File: src/pmc_params.svh
// Purpose: Register map, field layout and timing constants of the
//          proximity measurement and calibration block.
// Assumes: 100 MHz system clock.
// Notes:   Definitions only; included by bare name.
// Operation
// - Resolution code picks bits and conversion time.
// - Current code picks LED peak drive.
// - Pulse bit picks 16 or 32 pulses.
// - Far threshold held at 88H/89H.
// - Near threshold held at 8AH/8BH.
// - Crosstalk offset at 8CH/8DH is subtracted.
// - Signed offset at 8EH, 16 counts/step.
// - Bit 7 sign: 0 subtracts, 1 adds.
// - Result at 90H/91H is raw minus crosstalk, with the signed and calibration offsets applied.
// - Above near is near; below far is not.
// - Integrator saturation sets flag at 91H.
// - Seven-bit read-only calibration outcome at C0H.
// - Calibration runs only when C1H enable set.
// - Target code picks 0 or 2^(n+4)-1 counts.
// - Search-enable bit at C2H applies results.
// - Reset loads every register default.
// - Auto-shutdown after one measurement.
// - Each LED pulse lasts 6.5 us.
// - Near only after consecutive exceedances.
`ifndef PMC_PARAMS_SVH
`define PMC_PARAMS_SVH

// ----------------------------------------------------------------------
// Register offsets
// ----------------------------------------------------------------------
`define PMC_A_RES      8'h85
`define PMC_A_LED      8'h86
`define PMC_A_FAR_LO   8'h88
`define PMC_A_FAR_HI   8'h89
`define PMC_A_NEAR_LO  8'h8A
`define PMC_A_NEAR_HI  8'h8B
`define PMC_A_XT_LO    8'h8C
`define PMC_A_XT_HI    8'h8D
`define PMC_A_SOFS     8'h8E
`define PMC_A_RSLT_LO  8'h90
`define PMC_A_RSLT_HI  8'h91
`define PMC_A_CAL_OUT  8'hC0
`define PMC_A_CAL_EN   8'hC1
`define PMC_A_CAL_GOAL 8'hC2

// ----------------------------------------------------------------------
// Field positions and reset values
// ----------------------------------------------------------------------
`define PMC_SUM_BIT    3
`define PMC_SRCH_BIT   3
`define PMC_SAT_BIT    7
`define PMC_SIGN_BIT   7
`define PMC_RST_BYTE   8'h00

// ----------------------------------------------------------------------
// Timing and scaling
// ----------------------------------------------------------------------
`define PMC_CLK_NS     10
`define PMC_T14_NS     7600000
`define PMC_T12_NS     1900000
`define PMC_T10_NS     480000
`define PMC_T8_NS      120000
`define PMC_PULSE_NS   6500
`define PMC_STEP_CNT   16
`define PMC_PULSES_LO  6'h10
`define PMC_PULSES_HI  6'h20
`define PMC_MA_10      8'h0A
`define PMC_MA_82      8'h52
`define PMC_MA_155     8'h9B
`define PMC_MA_210     8'hD2

`endif

File: src/pmc_pkg.sv
// Purpose: Types shared by the proximity measurement block.
// Assumes: Nothing beyond the parameter header.
// Notes:   No imports; users write pmc_pkg::name.
`default_nettype none
package pmc_pkg;
	typedef enum logic [1:0] {
		PMC_IDLE,
		PMC_PULSE,
		PMC_SETTLE,
		PMC_UPDATE
	} pmc_state_t;
endpackage
`default_nettype wire

File: src/pmc_led_pulser.sv
// Purpose: Emitter pulse train for one proximity conversion.
// Assumes: start_in is a one-cycle pulse from the core.
// Notes:   Gap between pulses equals the pulse width.
`include "pmc_params.svh"
`timescale 1ns/1ps
`default_nettype none
module pmc_led_pulser #(
	parameter int unsigned PULSE_CYC = (`PMC_PULSE_NS + `PMC_CLK_NS - 1)
	                                   / `PMC_CLK_NS
) (
	// Clock and reset.
	input  wire logic       clk_sys_in,
	input  wire logic       sys_rst_in,
	// Control.
	input  wire logic       start_in,
	input  wire logic [5:0] pulses_in,
	// Outputs.
	output logic            led_on_out,
	output logic            done_out
);
	if (PULSE_CYC < 1 || PULSE_CYC > 4095)
	begin : g_bad
		$error("PULSE_CYC out of range");
	end

	logic [11:0] ph_q;
	logic [5:0]  left_q;
	logic        on_q;
	logic        act_q;

	// Alternate on and off phases until the pulse count runs out.
	always_ff @(posedge clk_sys_in)
	begin
		done_out <= 1'b0;
		if (sys_rst_in)
		begin
			ph_q <= 12'h000;
			left_q <= 6'h00;
			on_q <= 1'b0;
			act_q <= 1'b0;
		end
		else if (start_in)
		begin
			ph_q <= 12'h000;
			left_q <= pulses_in;
			on_q <= 1'b1;
			act_q <= 1'b1;
		end
		else if (act_q)
		begin
			if (ph_q == 12'(PULSE_CYC - 1))
			begin
				ph_q <= 12'h000;
				if (on_q)
				begin
					on_q <= 1'b0;
					left_q <= left_q - 6'h01;
				end
				else if (left_q == 6'h00)
				begin
					act_q <= 1'b0;
					done_out <= 1'b1;
				end
				else
					on_q <= 1'b1;
			end
			else
				ph_q <= ph_q + 12'h001;
		end
	end

	assign led_on_out = on_q;

	// Helper: length of the current on phase and pulses seen.
	logic [11:0] run_q;
	logic [5:0]  seen_q;
	logic [5:0]  want_q;
	always_ff @(posedge clk_sys_in)
	begin
		if (sys_rst_in || start_in)
		begin
			run_q <= 12'h000;
			seen_q <= 6'h00;
			want_q <= start_in ? pulses_in : 6'h00;
		end
		else
		begin
			run_q <= on_q ? run_q + 12'h001 : 12'h000;
			if (on_q && run_q == 12'h000)
				seen_q <= seen_q + 6'h01;
		end
	end
endmodule
`default_nettype wire

File: src/pmc_core.sv
// Purpose: Proximity conversion, offsets, near/far judgement and
//          calibration search behind the byte register port.
// Assumes: Register port is on clk_sys_in; detector pin is async.
// Notes:   Long conversion times are parameters for short sims.
`include "pmc_params.svh"
`timescale 1ns/1ps
`default_nettype none
module pmc_core #(
	parameter int unsigned T14_CYC = `PMC_T14_NS / `PMC_CLK_NS,
	parameter int unsigned T12_CYC = `PMC_T12_NS / `PMC_CLK_NS,
	parameter int unsigned T10_CYC = `PMC_T10_NS / `PMC_CLK_NS,
	parameter int unsigned T8_CYC  = `PMC_T8_NS / `PMC_CLK_NS
) (
	// Clock and reset.
	input  wire logic       clk_sys_in,
	input  wire logic       sys_rst_in,
	// Byte register port.
	input  wire logic [7:0] reg_addr_in,
	input  wire logic [7:0] reg_wdata_in,
	input  wire logic       reg_wr_in,
	input  wire logic       reg_rd_in,
	output logic      [7:0] reg_rdata_out,
	// Operating control from neighbouring logic.
	input  wire logic       meas_start_in,
	input  wire logic       auto_shutdown_in,
	input  wire logic [2:0] persistence_count_in,
	// Photodetector comparator pin.
	input  wire logic       afe_detect_in,
	// Emitter drive and status.
	output logic            led_on_out,
	output logic      [7:0] led_peak_current_out,
	output logic            meas_busy_out,
	output logic            meas_done_out,
	output logic            shutdown_out,
	output logic            near_out
);
	if (T8_CYC < 1 || T12_CYC < T10_CYC || T14_CYC >= 2 ** 20)
	begin : g_bad
		$error("Conversion time parameters out of range");
	end

	// ------------------------------------------------------------------
	// Configuration registers
	// ------------------------------------------------------------------
	logic [1:0]  prox_resolution_q;
	logic [2:0]  led_cur_q;
	logic        sum_q;
	logic [13:0] far_threshold_q;
	logic [13:0] near_threshold_q;
	logic [13:0] crosstalk_offset_q;
	logic [7:0]  signed_count_offset_q;
	logic        calib_enable_q;
	logic [2:0]  target_q;
	logic        search_en_q;

	// Host writes; every field takes its default on reset.
	always_ff @(posedge clk_sys_in)
	begin
		if (sys_rst_in)
		begin
			prox_resolution_q <= 2'(`PMC_RST_BYTE);
			led_cur_q <= 3'(`PMC_RST_BYTE);
			sum_q <= 1'b0;
			far_threshold_q <= 14'(`PMC_RST_BYTE);
			near_threshold_q <= 14'(`PMC_RST_BYTE);
			crosstalk_offset_q <= 14'(`PMC_RST_BYTE);
			signed_count_offset_q <= `PMC_RST_BYTE;
			calib_enable_q <= 1'b0;
			target_q <= 3'(`PMC_RST_BYTE);
			search_en_q <= 1'b0;
		end
		else if (reg_wr_in)
		begin
			// Low byte at the lower address, six bits above it.
			if (reg_addr_in == `PMC_A_RES)
				prox_resolution_q <= reg_wdata_in[1:0];
			else if (reg_addr_in == `PMC_A_LED)
			begin
				led_cur_q <= reg_wdata_in[2:0];
				sum_q <= reg_wdata_in[`PMC_SUM_BIT];
			end
			else if (reg_addr_in == `PMC_A_FAR_LO)
				far_threshold_q[7:0] <= reg_wdata_in;
			else if (reg_addr_in == `PMC_A_FAR_HI)
				far_threshold_q[13:8] <= reg_wdata_in[5:0];
			else if (reg_addr_in == `PMC_A_NEAR_LO)
				near_threshold_q[7:0] <= reg_wdata_in;
			else if (reg_addr_in == `PMC_A_NEAR_HI)
				near_threshold_q[13:8] <= reg_wdata_in[5:0];
			else if (reg_addr_in == `PMC_A_XT_LO)
				crosstalk_offset_q[7:0] <= reg_wdata_in;
			else if (reg_addr_in == `PMC_A_XT_HI)
				crosstalk_offset_q[13:8] <= reg_wdata_in[5:0];
			else if (reg_addr_in == `PMC_A_SOFS)
				signed_count_offset_q <= reg_wdata_in;
			else if (reg_addr_in == `PMC_A_CAL_EN)
				calib_enable_q <= reg_wdata_in[0];
			else if (reg_addr_in == `PMC_A_CAL_GOAL)
			begin
				target_q <= reg_wdata_in[2:0];
				search_en_q <= reg_wdata_in[`PMC_SRCH_BIT];
			end
		end
	end

	// ------------------------------------------------------------------
	// Detector synchroniser and emitter drive
	// ------------------------------------------------------------------
	logic det_m_q;
	logic det_s_q;
	always_ff @(posedge clk_sys_in)
	begin
		det_m_q <= afe_detect_in;
		det_s_q <= det_m_q;
	end

	// Peak current decode; unlisted codes give zero peak current, but codes 4 to 6 still pulse led_on_out.
	always_ff @(posedge clk_sys_in)
	begin
		if (sys_rst_in)
			led_peak_current_out <= 8'h00;
		else
			case (led_cur_q)
				3'h1:    led_peak_current_out <= `PMC_MA_10;
				3'h2:    led_peak_current_out <= `PMC_MA_82;
				3'h3:    led_peak_current_out <= `PMC_MA_155;
				3'h7:    led_peak_current_out <= `PMC_MA_210;
				default: led_peak_current_out <= 8'h00;
			endcase
	end

	pmc_pkg::pmc_state_t st_q;
	logic                pulse_go;
	logic                pulse_done;
	logic                led_raw;

	assign pulse_go = (st_q == pmc_pkg::PMC_IDLE) && meas_start_in;

	pmc_led_pulser u_pulser (
		.clk_sys_in (clk_sys_in),
		.sys_rst_in (sys_rst_in),
		.start_in   (pulse_go),
		.pulses_in  (sum_q ? `PMC_PULSES_HI : `PMC_PULSES_LO),
		.led_on_out (led_raw),
		.done_out   (pulse_done)
	);
	// A zero current code must not light the emitter at all.
	assign led_on_out = led_raw && (led_cur_q != 3'h0);

	// ------------------------------------------------------------------
	// Conversion sequencing
	// ------------------------------------------------------------------
	logic [19:0] dur_sel;
	logic [13:0] max_cnt;
	logic [19:0] timer_q;
	logic [13:0] raw_q;
	logic        sat_run_q;

	// Resolution trades count range against conversion time.
	always_comb
	begin
		case (prox_resolution_q)
			2'h0:
			begin
				dur_sel = 20'(T14_CYC);
				max_cnt = 14'h3FFF;
			end
			2'h1:
			begin
				dur_sel = 20'(T12_CYC);
				max_cnt = 14'h0FFF;
			end
			2'h2:
			begin
				dur_sel = 20'(T10_CYC);
				max_cnt = 14'h03FF;
			end
			default:
			begin
				dur_sel = 20'(T8_CYC);
				max_cnt = 14'h00FF;
			end
		endcase
	end

	// Pulse phase, then hold until the conversion time has elapsed.
	always_ff @(posedge clk_sys_in)
	begin
		if (sys_rst_in)
		begin
			st_q <= pmc_pkg::PMC_IDLE;
			timer_q <= 20'h00000;
		end
		else
			case (st_q)
				pmc_pkg::PMC_IDLE:
				begin
					timer_q <= 20'h00000;
					if (meas_start_in)
						st_q <= pmc_pkg::PMC_PULSE;
				end
				pmc_pkg::PMC_PULSE:
				begin
					timer_q <= timer_q + 20'h00001;
					if (pulse_done)
						st_q <= pmc_pkg::PMC_SETTLE;
				end
				pmc_pkg::PMC_SETTLE:
				begin
					timer_q <= timer_q + 20'h00001;
					if (timer_q >= dur_sel - 20'h00001)
						st_q <= pmc_pkg::PMC_UPDATE;
				end
				default:
					st_q <= pmc_pkg::PMC_IDLE;
			endcase
	end

	// Integrator: counts lit cycles with light seen, clips at full scale.
	always_ff @(posedge clk_sys_in)
	begin
		if (sys_rst_in || pulse_go)
		begin
			raw_q <= 14'h0000;
			sat_run_q <= 1'b0;
		end
		else if (st_q == pmc_pkg::PMC_PULSE && led_on_out && det_s_q)
		begin
			if (raw_q >= max_cnt)
				sat_run_q <= 1'b1;
			else
				raw_q <= raw_q + 14'h0001;
		end
	end

	// ------------------------------------------------------------------
	// Result arithmetic
	// ------------------------------------------------------------------
	logic signed [17:0] acc;
	logic        [13:0] result_d;
	logic        [6:0]  cal_q;
	logic        [13:0] goal;

	// Raw minus crosstalk, then the signed step offset and, when
	// search is applied, the calibration correction; clamped to range.
	always_comb
	begin
		acc = $signed({4'h0, raw_q}) - $signed({4'h0, crosstalk_offset_q});
		if (signed_count_offset_q[`PMC_SIGN_BIT])
			acc = acc + $signed({7'h00, signed_count_offset_q[6:0], 4'h0});
		else
			acc = acc - $signed({7'h00, signed_count_offset_q[6:0], 4'h0});
		if (search_en_q)
			acc = acc - $signed({7'h00, cal_q, 4'h0});
		if (acc < 0)
			result_d = 14'h0000;
		else if (acc > $signed({4'h0, 14'h3FFF}))
			result_d = 14'h3FFF;
		else
			result_d = acc[13:0];
	end

	// Target counts are one below a power of two, or zero. The shift
	// amount is widened first so that codes 4 to 7 do not wrap.
	assign goal = (target_q == 3'h0) ? 14'h0000
		: 14'((14'h0001 << ({1'b0, target_q} + 4'h4)) - 14'h0001);

	logic [13:0] result_q;
	logic        sat_q;
	logic [2:0]  streak_q;

	// Result, flag and judgement land together at the end of a conversion.
	always_ff @(posedge clk_sys_in)
	begin
		meas_done_out <= 1'b0;
		if (sys_rst_in)
		begin
			result_q <= 14'h0000;
			sat_q <= 1'b0;
			near_out <= 1'b0;
			streak_q <= 3'h0;
		end
		else if (st_q == pmc_pkg::PMC_UPDATE)
		begin
			meas_done_out <= 1'b1;
			result_q <= result_d;
			sat_q <= sat_run_q;
			if (!near_out ? result_d > near_threshold_q
			              : result_d < far_threshold_q)
			begin
				if (streak_q >= persistence_count_in)
				begin
					near_out <= !near_out;
					streak_q <= 3'h0;
				end
				else
					streak_q <= streak_q + 3'h1;
			end
			else
				streak_q <= 3'h0;
		end
	end

	// Calibration walks the correction toward the target count.
	always_ff @(posedge clk_sys_in)
	begin
		if (sys_rst_in)
			cal_q <= 7'h00;
		else if (st_q == pmc_pkg::PMC_UPDATE && calib_enable_q)
		begin
			if (result_d > goal && cal_q != 7'h7F)
				cal_q <= cal_q + 7'h01;
			else if (result_d < goal && cal_q != 7'h00)
				cal_q <= cal_q - 7'h01;
		end
	end

	// Auto-shutdown parks the block after one conversion until restarted.
	always_ff @(posedge clk_sys_in)
	begin
		if (sys_rst_in)
			shutdown_out <= 1'b0;
		else if (meas_start_in)
			shutdown_out <= 1'b0;
		else if (meas_done_out && auto_shutdown_in)
			shutdown_out <= 1'b1;
	end

	assign meas_busy_out = (st_q != pmc_pkg::PMC_IDLE) || shutdown_out;

	// ------------------------------------------------------------------
	// Register read-back
	// ------------------------------------------------------------------
	always_ff @(posedge clk_sys_in)
	begin
		if (sys_rst_in)
			reg_rdata_out <= 8'h00;
		else if (reg_rd_in)
		begin
			if (reg_addr_in == `PMC_A_RES)
				reg_rdata_out <= {6'h00, prox_resolution_q};
			else if (reg_addr_in == `PMC_A_LED)
				reg_rdata_out <= {4'h0, sum_q, led_cur_q};
			else if (reg_addr_in == `PMC_A_FAR_LO)
				reg_rdata_out <= far_threshold_q[7:0];
			else if (reg_addr_in == `PMC_A_FAR_HI)
				reg_rdata_out <= {2'h0, far_threshold_q[13:8]};
			else if (reg_addr_in == `PMC_A_NEAR_LO)
				reg_rdata_out <= near_threshold_q[7:0];
			else if (reg_addr_in == `PMC_A_NEAR_HI)
				reg_rdata_out <= {2'h0, near_threshold_q[13:8]};
			else if (reg_addr_in == `PMC_A_XT_LO)
				reg_rdata_out <= crosstalk_offset_q[7:0];
			else if (reg_addr_in == `PMC_A_XT_HI)
				reg_rdata_out <= {2'h0, crosstalk_offset_q[13:8]};
			else if (reg_addr_in == `PMC_A_SOFS)
				reg_rdata_out <= signed_count_offset_q;
			else if (reg_addr_in == `PMC_A_RSLT_LO)
				reg_rdata_out <= result_q[7:0];
			else if (reg_addr_in == `PMC_A_RSLT_HI)
				reg_rdata_out <= {sat_q, 1'b0, result_q[13:8]};
			else if (reg_addr_in == `PMC_A_CAL_OUT)
				reg_rdata_out <= {1'b0, cal_q};
			else if (reg_addr_in == `PMC_A_CAL_EN)
				reg_rdata_out <= {7'h00, calib_enable_q};
			else if (reg_addr_in == `PMC_A_CAL_GOAL)
				reg_rdata_out <= {4'h0, search_en_q, target_q};
			else
				reg_rdata_out <= 8'h00;
		end
	end
endmodule
`default_nettype wire

File: config.mk
export PLATFORM = sky130hd
export DESIGN_NAME = pmc_core
export DESIGN_NICKNAME = d
export VERILOG_FILES = /design/src/pmc_pkg.sv /design/src/pmc_led_pulser.sv /design/src/pmc_core.sv
export VERILOG_INCLUDE_DIRS = /design/src
export SDC_FILE = /design/constraint.sdc
export NUM_CORES = 1
export LEC_CHECK = 0
export BUFFER_PORTS_ARGS = -buffer_cell sky130_fd_sc_hd__buf_2
export CORE_MARGIN = 2
export CORE_UTILIZATION = 50
export CTS_CLUSTER_DIAMETER = 60
export CTS_CLUSTER_SIZE = 14
export DETAILED_ROUTE_END_ITERATION = 6
export GPL_TIMING_DRIVEN = 0
export PLACE_DENSITY = 0.67
export SLEW_MARGIN = 20
export SYNTH_ARGS = -nofsm -noshare
export SYNTH_HDL_FRONTEND = slang
export SYNTH_SLANG_ARGS = --single-unit
export TNS_END_PERCENT = 30
File: constraint.sdc
create_clock -name clk_sys_in -period 12.11 [get_ports clk_sys_in]
set_input_delay 1.8165 -clock clk_sys_in [delete_from_list [all_inputs] [get_ports clk_sys_in]]
set_output_delay 1.8165 -clock clk_sys_in [all_outputs]
set_load 0.005 [all_outputs]
==> results_dict.tcl, run 1 <==
set metrics [dict create \
    gp_congestion 0.954 \
    yosys.cell_count.top_type "nor2_1" \
    drt_iter0_drc 713 \
    port-buffer-count 38 \
    worst_pin_slew_ns 0.895 \
    cts.clk_slew.worst_paths_ns 0.07 \
    r2r_end "cal_q[6]$_SDFFE_PP0P_" \
    worstHoldStart "det_m_q$_DFF_P_" \
    p_per_area_mw_per_mm2 110 \
    syn_area_sq_mm 0.0111 \
    yosys.area.top_type_share_pct 29.4 \
    cts_root_buf "clkbuf_16" \
    slowest_delay_ns 0.56 \
    drc 0 \
    grt_max_degree 17 \
    crit_fanout 10 \
    grt_pass1_vias 9553 \
    whs_endpoint "det_s_q$_DFF_P_" \
    synth_common_cells "178 x nor2_1, 163 x dfxtp_1, 124 x ha_1" \
    via_count 10232 \
    fmax_ghz 0.108 \
    syn_to_final_growth_pct 10.7 \
    track_usage_pct 26.8 \
    setup_violations 0 \
    gr-total-overflow 0 \
    r2r_cells 42 \
    initial_core_util_pct 50.9 \
    status "finished, final reports clean" \
    crit_path_frequent_cell "a21oi_1" \
    grt_pass1_wl_microns 50100 \
    rows 54 \
    antenna_cells 0 \
    hpwlAfterDp_microns 24500 \
    die_x_microns 153 \
    r2r-start "crosstalk_offset_q[1]$_SDFFE_PP0P_" \
    arrival_ns 9.60 \
    clock_path_buffers 2 \
    required_ns 12.43 \
    yosys-top-cells-area "dfxtp_1 29%, ha_1 14%, nor2_1 6.0%" \
    synth_area_per_cell_sq_um 7.98 \
    drtAntennaViolNets 0 \
    cp-end-kind "flip-flop" \
    p_total_uw 1350 \
    post_cts_buffers 0 \
    period_share_pct 76.7 \
    io_pins 47 \
    synthArstFlopShare_pct 0 \
    cts_resized 0 \
    tns_ns 0 \
    die-area_sq_mm 0.0234 \
    ys_types 80 \
    rsz0062_at_grt "false" \
    htreeDepth 4 \
    cts_tree "yes" \
    multi_input_area_sq_mm 0.00726 \
    finalHoldViolCount 0 \
    clk-insertion-delay-late_ns 0.44 \
    yosys.area.top_type "dfxtp_1" \
    cp_slowest_cell "a211oi_1" \
    cap_viol_max_count 0 \
    cts_made_buffers 17 \
    drive_gt1_share_pct 6.27 \
    fin_skew_ns 0.0111 \
    regArea_sq_mm 0.00326 \
    antenna_found_initial 0 \
    maxSlewHeadroom_pct 40.3 \
    reg2reg_slack_ns 2.83 \
    worstSetupStartpointType "flip-flop" \
    die_h_microns 153 \
    wirelength_microns 31800 \
    ir_drop_mv 0.0952 \
    yosys_warnings 0 \
    slew_violations 0 \
    syn_inst 1393 \
    hold_ws_ns 0.327 \
    synth-seq-cells 163 \
    wl_per_cell_microns 18.2 \
    timing.final.crit_period_ns 9.28 \
    power.leakage_uw 0.00539 \
    dr.pass1.iters 5 \
    synth_edf_count 0 \
    numClockSinks 163 \
    hold_class "reg -> reg" \
    core_area_sq_mm 0.0218 \
    fin_nets 1608 \
    whs_path_depth 0 \
    synth-main-ff-cell "dfxtp_1" \
    fill_cells 2039 \
    critPathKind "reg -> reg" \
    routed_via_density 5.86 \
    seq_area_frac_synth_pct 29.4 \
    cts_hold_buf 0 \
]
-- sequential cells by signal (all words and copies together), names as in the netlist, 12 cells and up --
| register | cells |
|---|---|
| raw_q | 14 |
| crosstalk_offset_q | 14 |
| result_q | 14 |
| timer_q | 20 |
| u_pulser.ph_q | 12 |
| far_threshold_q | 14 |
| near_threshold_q | 14 |
-- per-stage QoR --
step | worst slack, ns | utilization, % | area [sq um] | std cells
finish | 2.83 | 56.3 | 12300 | 1747
global route | 2.09 | 56.3 | 12300 | 1747
CTS | 2.90 | 56.3 | 12300 | 1747
detailed placement | 2.95 | 53.5 | 11700 | 1715
global placement | 3.07 | 53.5 | 11700 | 1715
floorplan | 4.30 | - | 11100 | 1397
-- placed cells by master (no fill, tap or decap), types with 7 or more instances in the layout --
master	Yosys	final
a22oi_1	7	7
a31oi_1	13	13
nor4_1	9	9
and2_1	9	9
or3_1	10	10
xnor2_1	32	32
a21oi_1	119	119
ha_1	124	124
inv_1	98	98
a221oi_1	10	10
nand2b_1	11	11
nor2b_1	16	16
nand2_1	123	123
clkbuf_16	0	17
a211o_1	9	9
a211oi_1	10	10
xor2_1	43	43
nand4_1	22	22
buf_2	4	42
nor2_1	178	178
nor3_1	19	19
mux2i_1	64	64
o21a_1	10	10
clkbuf_1	44	45
dfxtp_1	163	163
and3_1	19	19
nand3_1	52	52
a21o_1	24	24
o21ai_0	44	44
-- worst max-delay path by stage --
stage / start / endpoint / slack, ns / depth (start not counted)
5_1_grt: crosstalk_offset_q[1]$_SDFFE_PP0P_ / cal_q[6]$_SDFFE_PP0P_ / 2.09 / 42
4_1_cts: crosstalk_offset_q[1]$_SDFFE_PP0P_ / cal_q[6]$_SDFFE_PP0P_ / 2.90 / 42
2_1_floorplan: crosstalk_offset_q[1]$_SDFFE_PP0P_ / cal_q[6]$_SDFFE_PP0P_ / 4.30 / 42
6_report: crosstalk_offset_q[1]$_SDFFE_PP0P_ / cal_q[6]$_SDFFE_PP0P_ / 2.83 / 42
3_5_place_dp: crosstalk_offset_q[1]$_SDFFE_PP0P_ / cal_q[6]$_SDFFE_PP0P_ / 2.95 / 42
3_3_place_gp: crosstalk_offset_q[1]$_SDFFE_PP0P_ / cal_q[6]$_SDFFE_PP0P_ / 3.07 / 42
-- kinds of logic after synthesis --
logic type                 after synthesis  share of synthesized area [%]
AOI/OAI and AO/OA                      301                           17.1
xor gates and xnor gates                76                           6.06
adders and majority gates              129                           14.8
buffers and inverters                  156                           5.42
DFF                                    163                           29.4
muxes                                   67                           6.07
other                                    2                         0.0676
and+or+nand+nor                        499                           21.2
-- worst max-delay path, delay by kind of cell (launching register included) --
family	cells	cell delay, ns
compound gates	20	4.16
fa+ha+maj	5	1.56
buf+inv	3	0.50
simple gates	10	1.71
xor+xnor	3	0.50
mux	1	0.30
flops	1	0.41
-- layer usage --
metal  track usage (%)  vias to the layer above  wire length, microns
met2              41.6                      355                 13800
met3              4.96                       74                  2160
met1              36.8                     4780                 14600
met5                 0                        -                     0
li1                  -                     5023                     -
met4              10.7                        0                  1130
-- power by group --
group	switching, uW	internal [uW]
registers	10.3	547
logic	133	74.8
clock network	246	338
-- area by class of cell --
cell class / count / share of cell area, %
plain buffers: 56 / 1.84
clock inverters: 13 / 1.51
well taps: 280 / 2.85
multi-input cells: 1078 / 59.1
repair buffers: 38 / 1.55
flip-flops and latches: 163 / 26.5
clock buffers: 19 / 3.60
inverters: 100 / 3.05
Note: power is estimated with default switching activity, not from simulation.
==> run 2, diff against run 1 <==
--- a/config.mk
+++ b/config.mk
@@ -6,6 +6,7 @@
 export SDC_FILE = /design/constraint.sdc
 export NUM_CORES = 1
 export LEC_CHECK = 0
+export ABC_AREA = 1
 export BUFFER_PORTS_ARGS = -buffer_cell sky130_fd_sc_hd__buf_2
 export CORE_MARGIN = 2
 export CORE_UTILIZATION = 50
==> constraint.sdc (replaced) <==
create_clock -name clk_sys_in -period 9.6 [get_ports clk_sys_in]
set_input_delay 1.44 -clock clk_sys_in [delete_from_list [all_inputs] [get_ports clk_sys_in]]
set_output_delay 1.44 -clock clk_sys_in [all_outputs]
set_load 0.005 [all_outputs]
==> run 2 against run 1 <==
  * Register-to-register slack worse by 1.4 ns
  * Clock power increased by 14%
  * Area after synthesis shrank 0.73%
  * Sequential power grew 30%
  * Maximum frequency increased by 13%
  * Critical path depth grew 5
  * Utilization fell by 0.40 points
  * Flip-flop and latch count stayed put
  * Count of clock-buffer cells in the layout decreased by 1
  * Synthesized cell count rose by 14%
  * Via count increased by 4.6%
  * Critical endpoint is now cal_q[5]$_SDFFE_PP0P_
  * Largest power group is now sequential cells
==> results_dict.tcl, run 2 <==
set metrics [dict create \
    clk-insertion-delay-late_ns 0.44 \
    worst_pin_slew_ns 0.980 \
    hold_class "reg -> reg" \
    ys_types 50 \
    antenna_cells 0 \
    seq_area_frac_synth_pct 29.6 \
    syn_to_final_growth_pct 10.3 \
    hpwlAfterDp_microns 24600 \
    grt_max_degree 18 \
    arrival_ns 8.51 \
    fin_nets 1807 \
    die_h_microns 153 \
    rsz0062_at_grt "false" \
    hold_ws_ns 0.329 \
    mostFrequentLayoutCell "nand2_1" \
    synth_edf_count 0 \
    grt_pass1_vias 9971 \
    required_ns 9.92 \
    via_count 10701 \
    fin_skew_ns 0.0142 \
    synth_common_cells "264 x nand2_1, 263 x inv_1, 198 x a21oi_1" \
    io_pins 47 \
    wl_per_cell_microns 15.9 \
    post_cts_buffers 0 \
    drive_gt1_share_pct 6.36 \
    regArea_sq_mm 0.00326 \
    yosys.cell_count.top_type "nand2_1" \
    timing.final.crit_period_ns 8.20 \
    cts.clk_slew.worst_paths_ns 0.07 \
    gp_congestion 0.950 \
    core_area_sq_mm 0.0218 \
    yosys.area.top_type_share_pct 29.6 \
    htreeDepth 4 \
    cts_tree "yes" \
    layout_common_cells "264 x nand2_1, 263 x inv_1, 198 x a21oi_1" \
    worstSetupStartpointType "flip-flop" \
    port-buffer-count 42 \
    cp_slowest_cell "o21ai_0" \
    p_per_area_mw_per_mm2 140 \
    rows 54 \
    finalInstanceArea_sq_mm 0.0122 \
    syn_area_sq_mm 0.0110 \
    antenna_found_initial 0 \
    wirelength_microns 31000 \
    dpl_cell_area_sq_mm 0.0116 \
    gr-total-overflow 0 \
    fill_cells 2194 \
    synth-main-ff-cell "dfxtp_1" \
    drtAntennaViolNets 0 \
    syn_inst 1588 \
    crit_path_frequent_cell "nand2_1" \
    synth_area_per_cell_sq_um 6.95 \
    crit_fanout 7 \
    grt_pass1_wl_microns 50000 \
    drt_iter0_drc 853 \
    track_usage_pct 26.4 \
    dr.pass1.iters 6 \
    synthArstFlopShare_pct 0 \
    ir_drop_mv 0.113 \
    initial_core_util_pct 50.7 \
    tns_ns 0 \
    cts_root_buf "clkbuf_16" \
    largest_reg_flops 20 \
    critPathKind "reg -> reg" \
    cts_hold_buf 0 \
    power.leakage_uw 0.00555 \
    yosys-top-cells-area "dfxtp_1 30%, ha_1 14%, a21oi_1 9.0%" \
    synth-seq-cells 163 \
    maxSlewHeadroom_pct 34.2 \
    fmax_ghz 0.122 \
    numClockSinks 163 \
    multi_input_area_sq_mm 0.00664 \
    period_share_pct 85.4 \
    cp-end-kind "flip-flop" \
    clock_path_buffers 2 \
    finalHoldViolCount 0 \
    cap_viol_max_count 0 \
    status "finished, final reports clean" \
    die-area_sq_mm 0.0233 \
    slowest_delay_ns 0.58 \
    yosys.area.top_type "dfxtp_1" \
    routed_via_density 5.50 \
    slew_violations 0 \
    setup_violations 0 \
    cts_resized 0 \
    drc 0 \
    largest_register "timer_q" \
    cts_made_buffers 17 \
    yosys_warnings 0 \
    die_x_microns 153 \
]
## run 2: changes by cell type after synthesis, moves of 59 or more
cell / delta
a21oi_1: +79
inv_1: +165
nand2_1: +141
o21ai_0: +102
nor2_1: -59
mux2i_1: -64
## run 2: critical path: cells and delay by family (launching register included)
family	cells	cell delay, ns
flops	1	0.42
simple gates	20	2.32
fa+ha+maj	5	1.62
buf+inv	8	0.85
xor+xnor	3	0.55
compound gates	11	2.32
## run 2: final timing paths
check	start	to	slack, ns	cells past startpoint
worst min register to register	det_m_q$_DFF_P_	det_s_q$_DFF_P_	0.33	0
worst min-delay path	det_m_q$_DFF_P_	det_s_q$_DFF_P_	0.33	0
worst max-delay path	raw_q[0]$_SDFFE_PP0P_	cal_q[5]$_SDFFE_PP0P_	1.40	47
worst max register to register	raw_q[0]$_SDFFE_PP0P_	cal_q[5]$_SDFFE_PP0P_	1.40	47
## run 2: cells by family (layout without fill, tap and decap cells)
kind of cell	count (synthesis)	count (layout)	share of synthesized area, %
other	2	6	0.0681
xor gates and xnor gates	45	45	3.57
DFF	163	163	29.6
and+or+nand+nor	533	533	20.9
adders and majority gates	128	128	14.8
buffers and inverters	300	374	10.4
AOI/OAI and AO/OA	417	417	20.7
## run 2: routing by layer
metal	GRT usage (%)	routed length, microns	vias up
met2	41.1	13300	375
li1	-	-	5425
met1	37.7	14700	4842
met4	8.86	757	0
met3	3.73	2170	59
met5	0	0	-
## run 2: through the flow
stage | instances | power, uW | setup slack (ns) | utilization (%)
2_1_floorplan | 1592 | 957 | 3.08 | -
3_3_place_gp | 1914 | 1040 | 1.59 | 53.3
3_5_place_dp | 1914 | 1050 | 1.60 | 53.3
4_1_cts | 1946 | 1710 | 1.52 | 55.9
5_1_grt | 1946 | 1790 | 0.600 | 55.9
6_report | 1946 | 1710 | 1.40 | 55.9
## run 2: power breakdown
group          switching, uW  internal [uW]
clock network            322            346
registers               20.5            706
logic                    208            105
total                    551           1160
## run 2: layout make-up
| cell class | count | share of cell area (%) |
|---|---|---|
| Buffer | 34 | 1.19 |
| Clock buffer | 18 | 3.53 |
| Clock inverter | 14 | 1.11 |
| Inverter | 266 | 8.20 |
| Multi-Input combinational cell | 1129 | 54.5 |
| Sequential cell | 163 | 26.8 |
| Tap cell | 280 | 2.88 |
| Timing Repair Buffer | 42 | 1.73 |
==> run 3, diff against run 2 <==
--- a/config.mk
+++ b/config.mk
@@ -14,6 +14,7 @@
 export CTS_CLUSTER_SIZE = 14
 export DETAILED_ROUTE_END_ITERATION = 6
 export GPL_TIMING_DRIVEN = 0
+export MAX_ROUTING_LAYER = met4
 export PLACE_DENSITY = 0.67
 export SLEW_MARGIN = 20
 export SYNTH_ARGS = -nofsm -noshare
==> run 3 against run 2 <==
  * Die area stayed put
  * Flip-flop and latch count unchanged
  * First-iteration DRC count decreased by 9.4%
==> results_dict.tcl, run 3 (synthesized netlist as in run 2, its figures left out) <==
set metrics [dict create \
    status "finished, final reports clean" \
    core_area_sq_mm 0.0218 \
    port-buffer-count 42 \
    highest_layer "met4" \
    die_x_microns 153 \
    slew_violations 0 \
    worst_pin_slew_ns 0.963 \
    wirelength_microns 31000 \
    die_h_microns 153 \
    arrival_ns 8.51 \
    htreeDepth 4 \
    critPathKind "reg -> reg" \
    numClockSinks 163 \
    rows 54 \
    wl_per_cell_microns 15.9 \
    dr.pass1.iters 6 \
    required_ns 9.92 \
    via_count 10616 \
    cp-startpoint "raw_q[0]$_SDFFE_PP0P_" \
    initial_core_util_pct 50.7 \
    path_delay_family "simple AND/OR/NAND/NOR gates" \
    cts_made_buffers 17 \
    critPathBufInv 7 \
    r2r-start "raw_q[0]$_SDFFE_PP0P_" \
    crit_fanout 7 \
    fill_cells 2148 \
    largest_reg_flops 20 \
    finalHoldViolCount 0 \
    dr_wl_met2_microns 13500 \
    gp_congestion 0.939 \
    fin_skew_ns 0.0168 \
    p_per_area_mw_per_mm2 142 \
    routed_via_density 5.45 \
    cts_root_buf "clkbuf_16" \
    wl_met3_microns 1800 \
    timing.final.crit_period_ns 8.19 \
    reg2reg_slack_ns 1.41 \
    r2r_cells 44 \
    gr-total-overflow 0 \
    mostFrequentLayoutCell "nand2_1" \
    fin_nets 1807 \
    track_usage_pct 27.3 \
    r2r_end "cal_q[5]$_SDFFE_PP0P_" \
    clock_path_buffers 2 \
    grt_pass1_vias 9896 \
    setup_violations 0 \
    slowest_delay_ns 0.58 \
    drc 0 \
    drtAntennaViolNets 0 \
    layout_common_cells "264 x nand2_1, 263 x inv_1, 198 x a21oi_1" \
    cts.clk_slew.worst_paths_ns 0.07 \
    cts_hold_buf 0 \
    ir_drop_mv 0.114 \
    syn_to_final_growth_pct 10.7 \
    maxSlewHeadroom_pct 35.3 \
    hpwlAfterDp_microns 24500 \
    period_share_pct 85.3 \
    antenna_found_initial 0 \
    post_cts_buffers 0 \
    power.leakage_uw 0.00555 \
    fmax_ghz 0.122 \
    drt-met1-wl_microns 14900 \
    die-area_sq_mm 0.0233 \
    cp-end-kind "flip-flop" \
    rsz0062_at_grt "false" \
    clk-insertion-delay-late_ns 0.44 \
    grt_pass1_wl_microns 49800 \
    cp_slowest_cell "nor4b_1" \
    final_util_pct 56.1 \
    hold_class "reg -> reg" \
    worstSetupStartpointType "flip-flop" \
    worstSetupPathDepth 44 \
    drive_gt1_share_pct 6.42 \
    cts_resized 0 \
    crit_path_frequent_cell "nand2_1" \
    endpoint "cal_q[5]$_SDFFE_PP0P_" \
    io_pins 47 \
    cts_tree "yes" \
    grt_max_degree 20 \
    tns_ns 0 \
    cap_viol_max_count 0 \
    largest_register "timer_q" \
    drt_iter0_drc 773 \
]
run 3: cell count changes in the layout (fill, tap and decap cells not counted):
cell / previous run / this run
clkinv_8: 1 / 6
inv_8: 5 / 2
clkinv_2: 2 / 0
clkbuf_1: 24 / 23
clkinvlp_4: 0 / 1
diode_2: 0 / 1
run 3: worst min path at each step:
stage               slack, ns       startpoint  cells past startpoint         endpoint
finish                   0.34  det_m_q$_DFF_P_                      0  det_s_q$_DFF_P_
global route             0.35  det_m_q$_DFF_P_                      0  det_s_q$_DFF_P_
CTS                      0.34  det_m_q$_DFF_P_                      0  det_s_q$_DFF_P_
detailed placement       0.32  det_m_q$_DFF_P_                      0  det_s_q$_DFF_P_
global placement         0.31  det_m_q$_DFF_P_                      0  det_s_q$_DFF_P_
floorplan                0.31  det_m_q$_DFF_P_                      0  det_s_q$_DFF_P_
run 3: cell type report:
type                    count  area (sq um)  share of cell area (%)
diodes                      1          2.50                  0.0205
plain buffers              34           145                    1.19
clock buffers              17           425                    3.48
clock inverters            15           180                    1.48
inverters                 266           998                    8.17
multi-input cells        1129          6640                    54.4
flip-flops and latches    163          3260                    26.7
well taps                 280           350                    2.87
repair buffers             42           210                    1.72
run 3: power by group:
group          total [uW]  leakage, uW  internal, uW  switching, uW
Combinational         314      0.00395           106            208
Sequential            725      0.00132           705           19.9
Clock                 694     0.000290           352            342
run 3: per-layer routing:
layer,GRT usage (%),vias up
li1,-,5420
met1,37.6,4846
met2,41.5,293
met3,3.75,57
met4,9.17,0
met5,-,-
run 3: metrics by stage:
stage	hold WS (ns)	instance area, sq um	worst slack, ns	power [uW]	instances
global route	0.353	12200	0.717	1820	1946
finish	0.336	12200	1.41	1730	1947
floorplan	0.310	11000	3.08	957	1592
CTS	0.338	12200	1.53	1730	1946
detailed placement	0.321	11600	1.62	1050	1914
global placement	0.314	11600	1.67	1040	1914
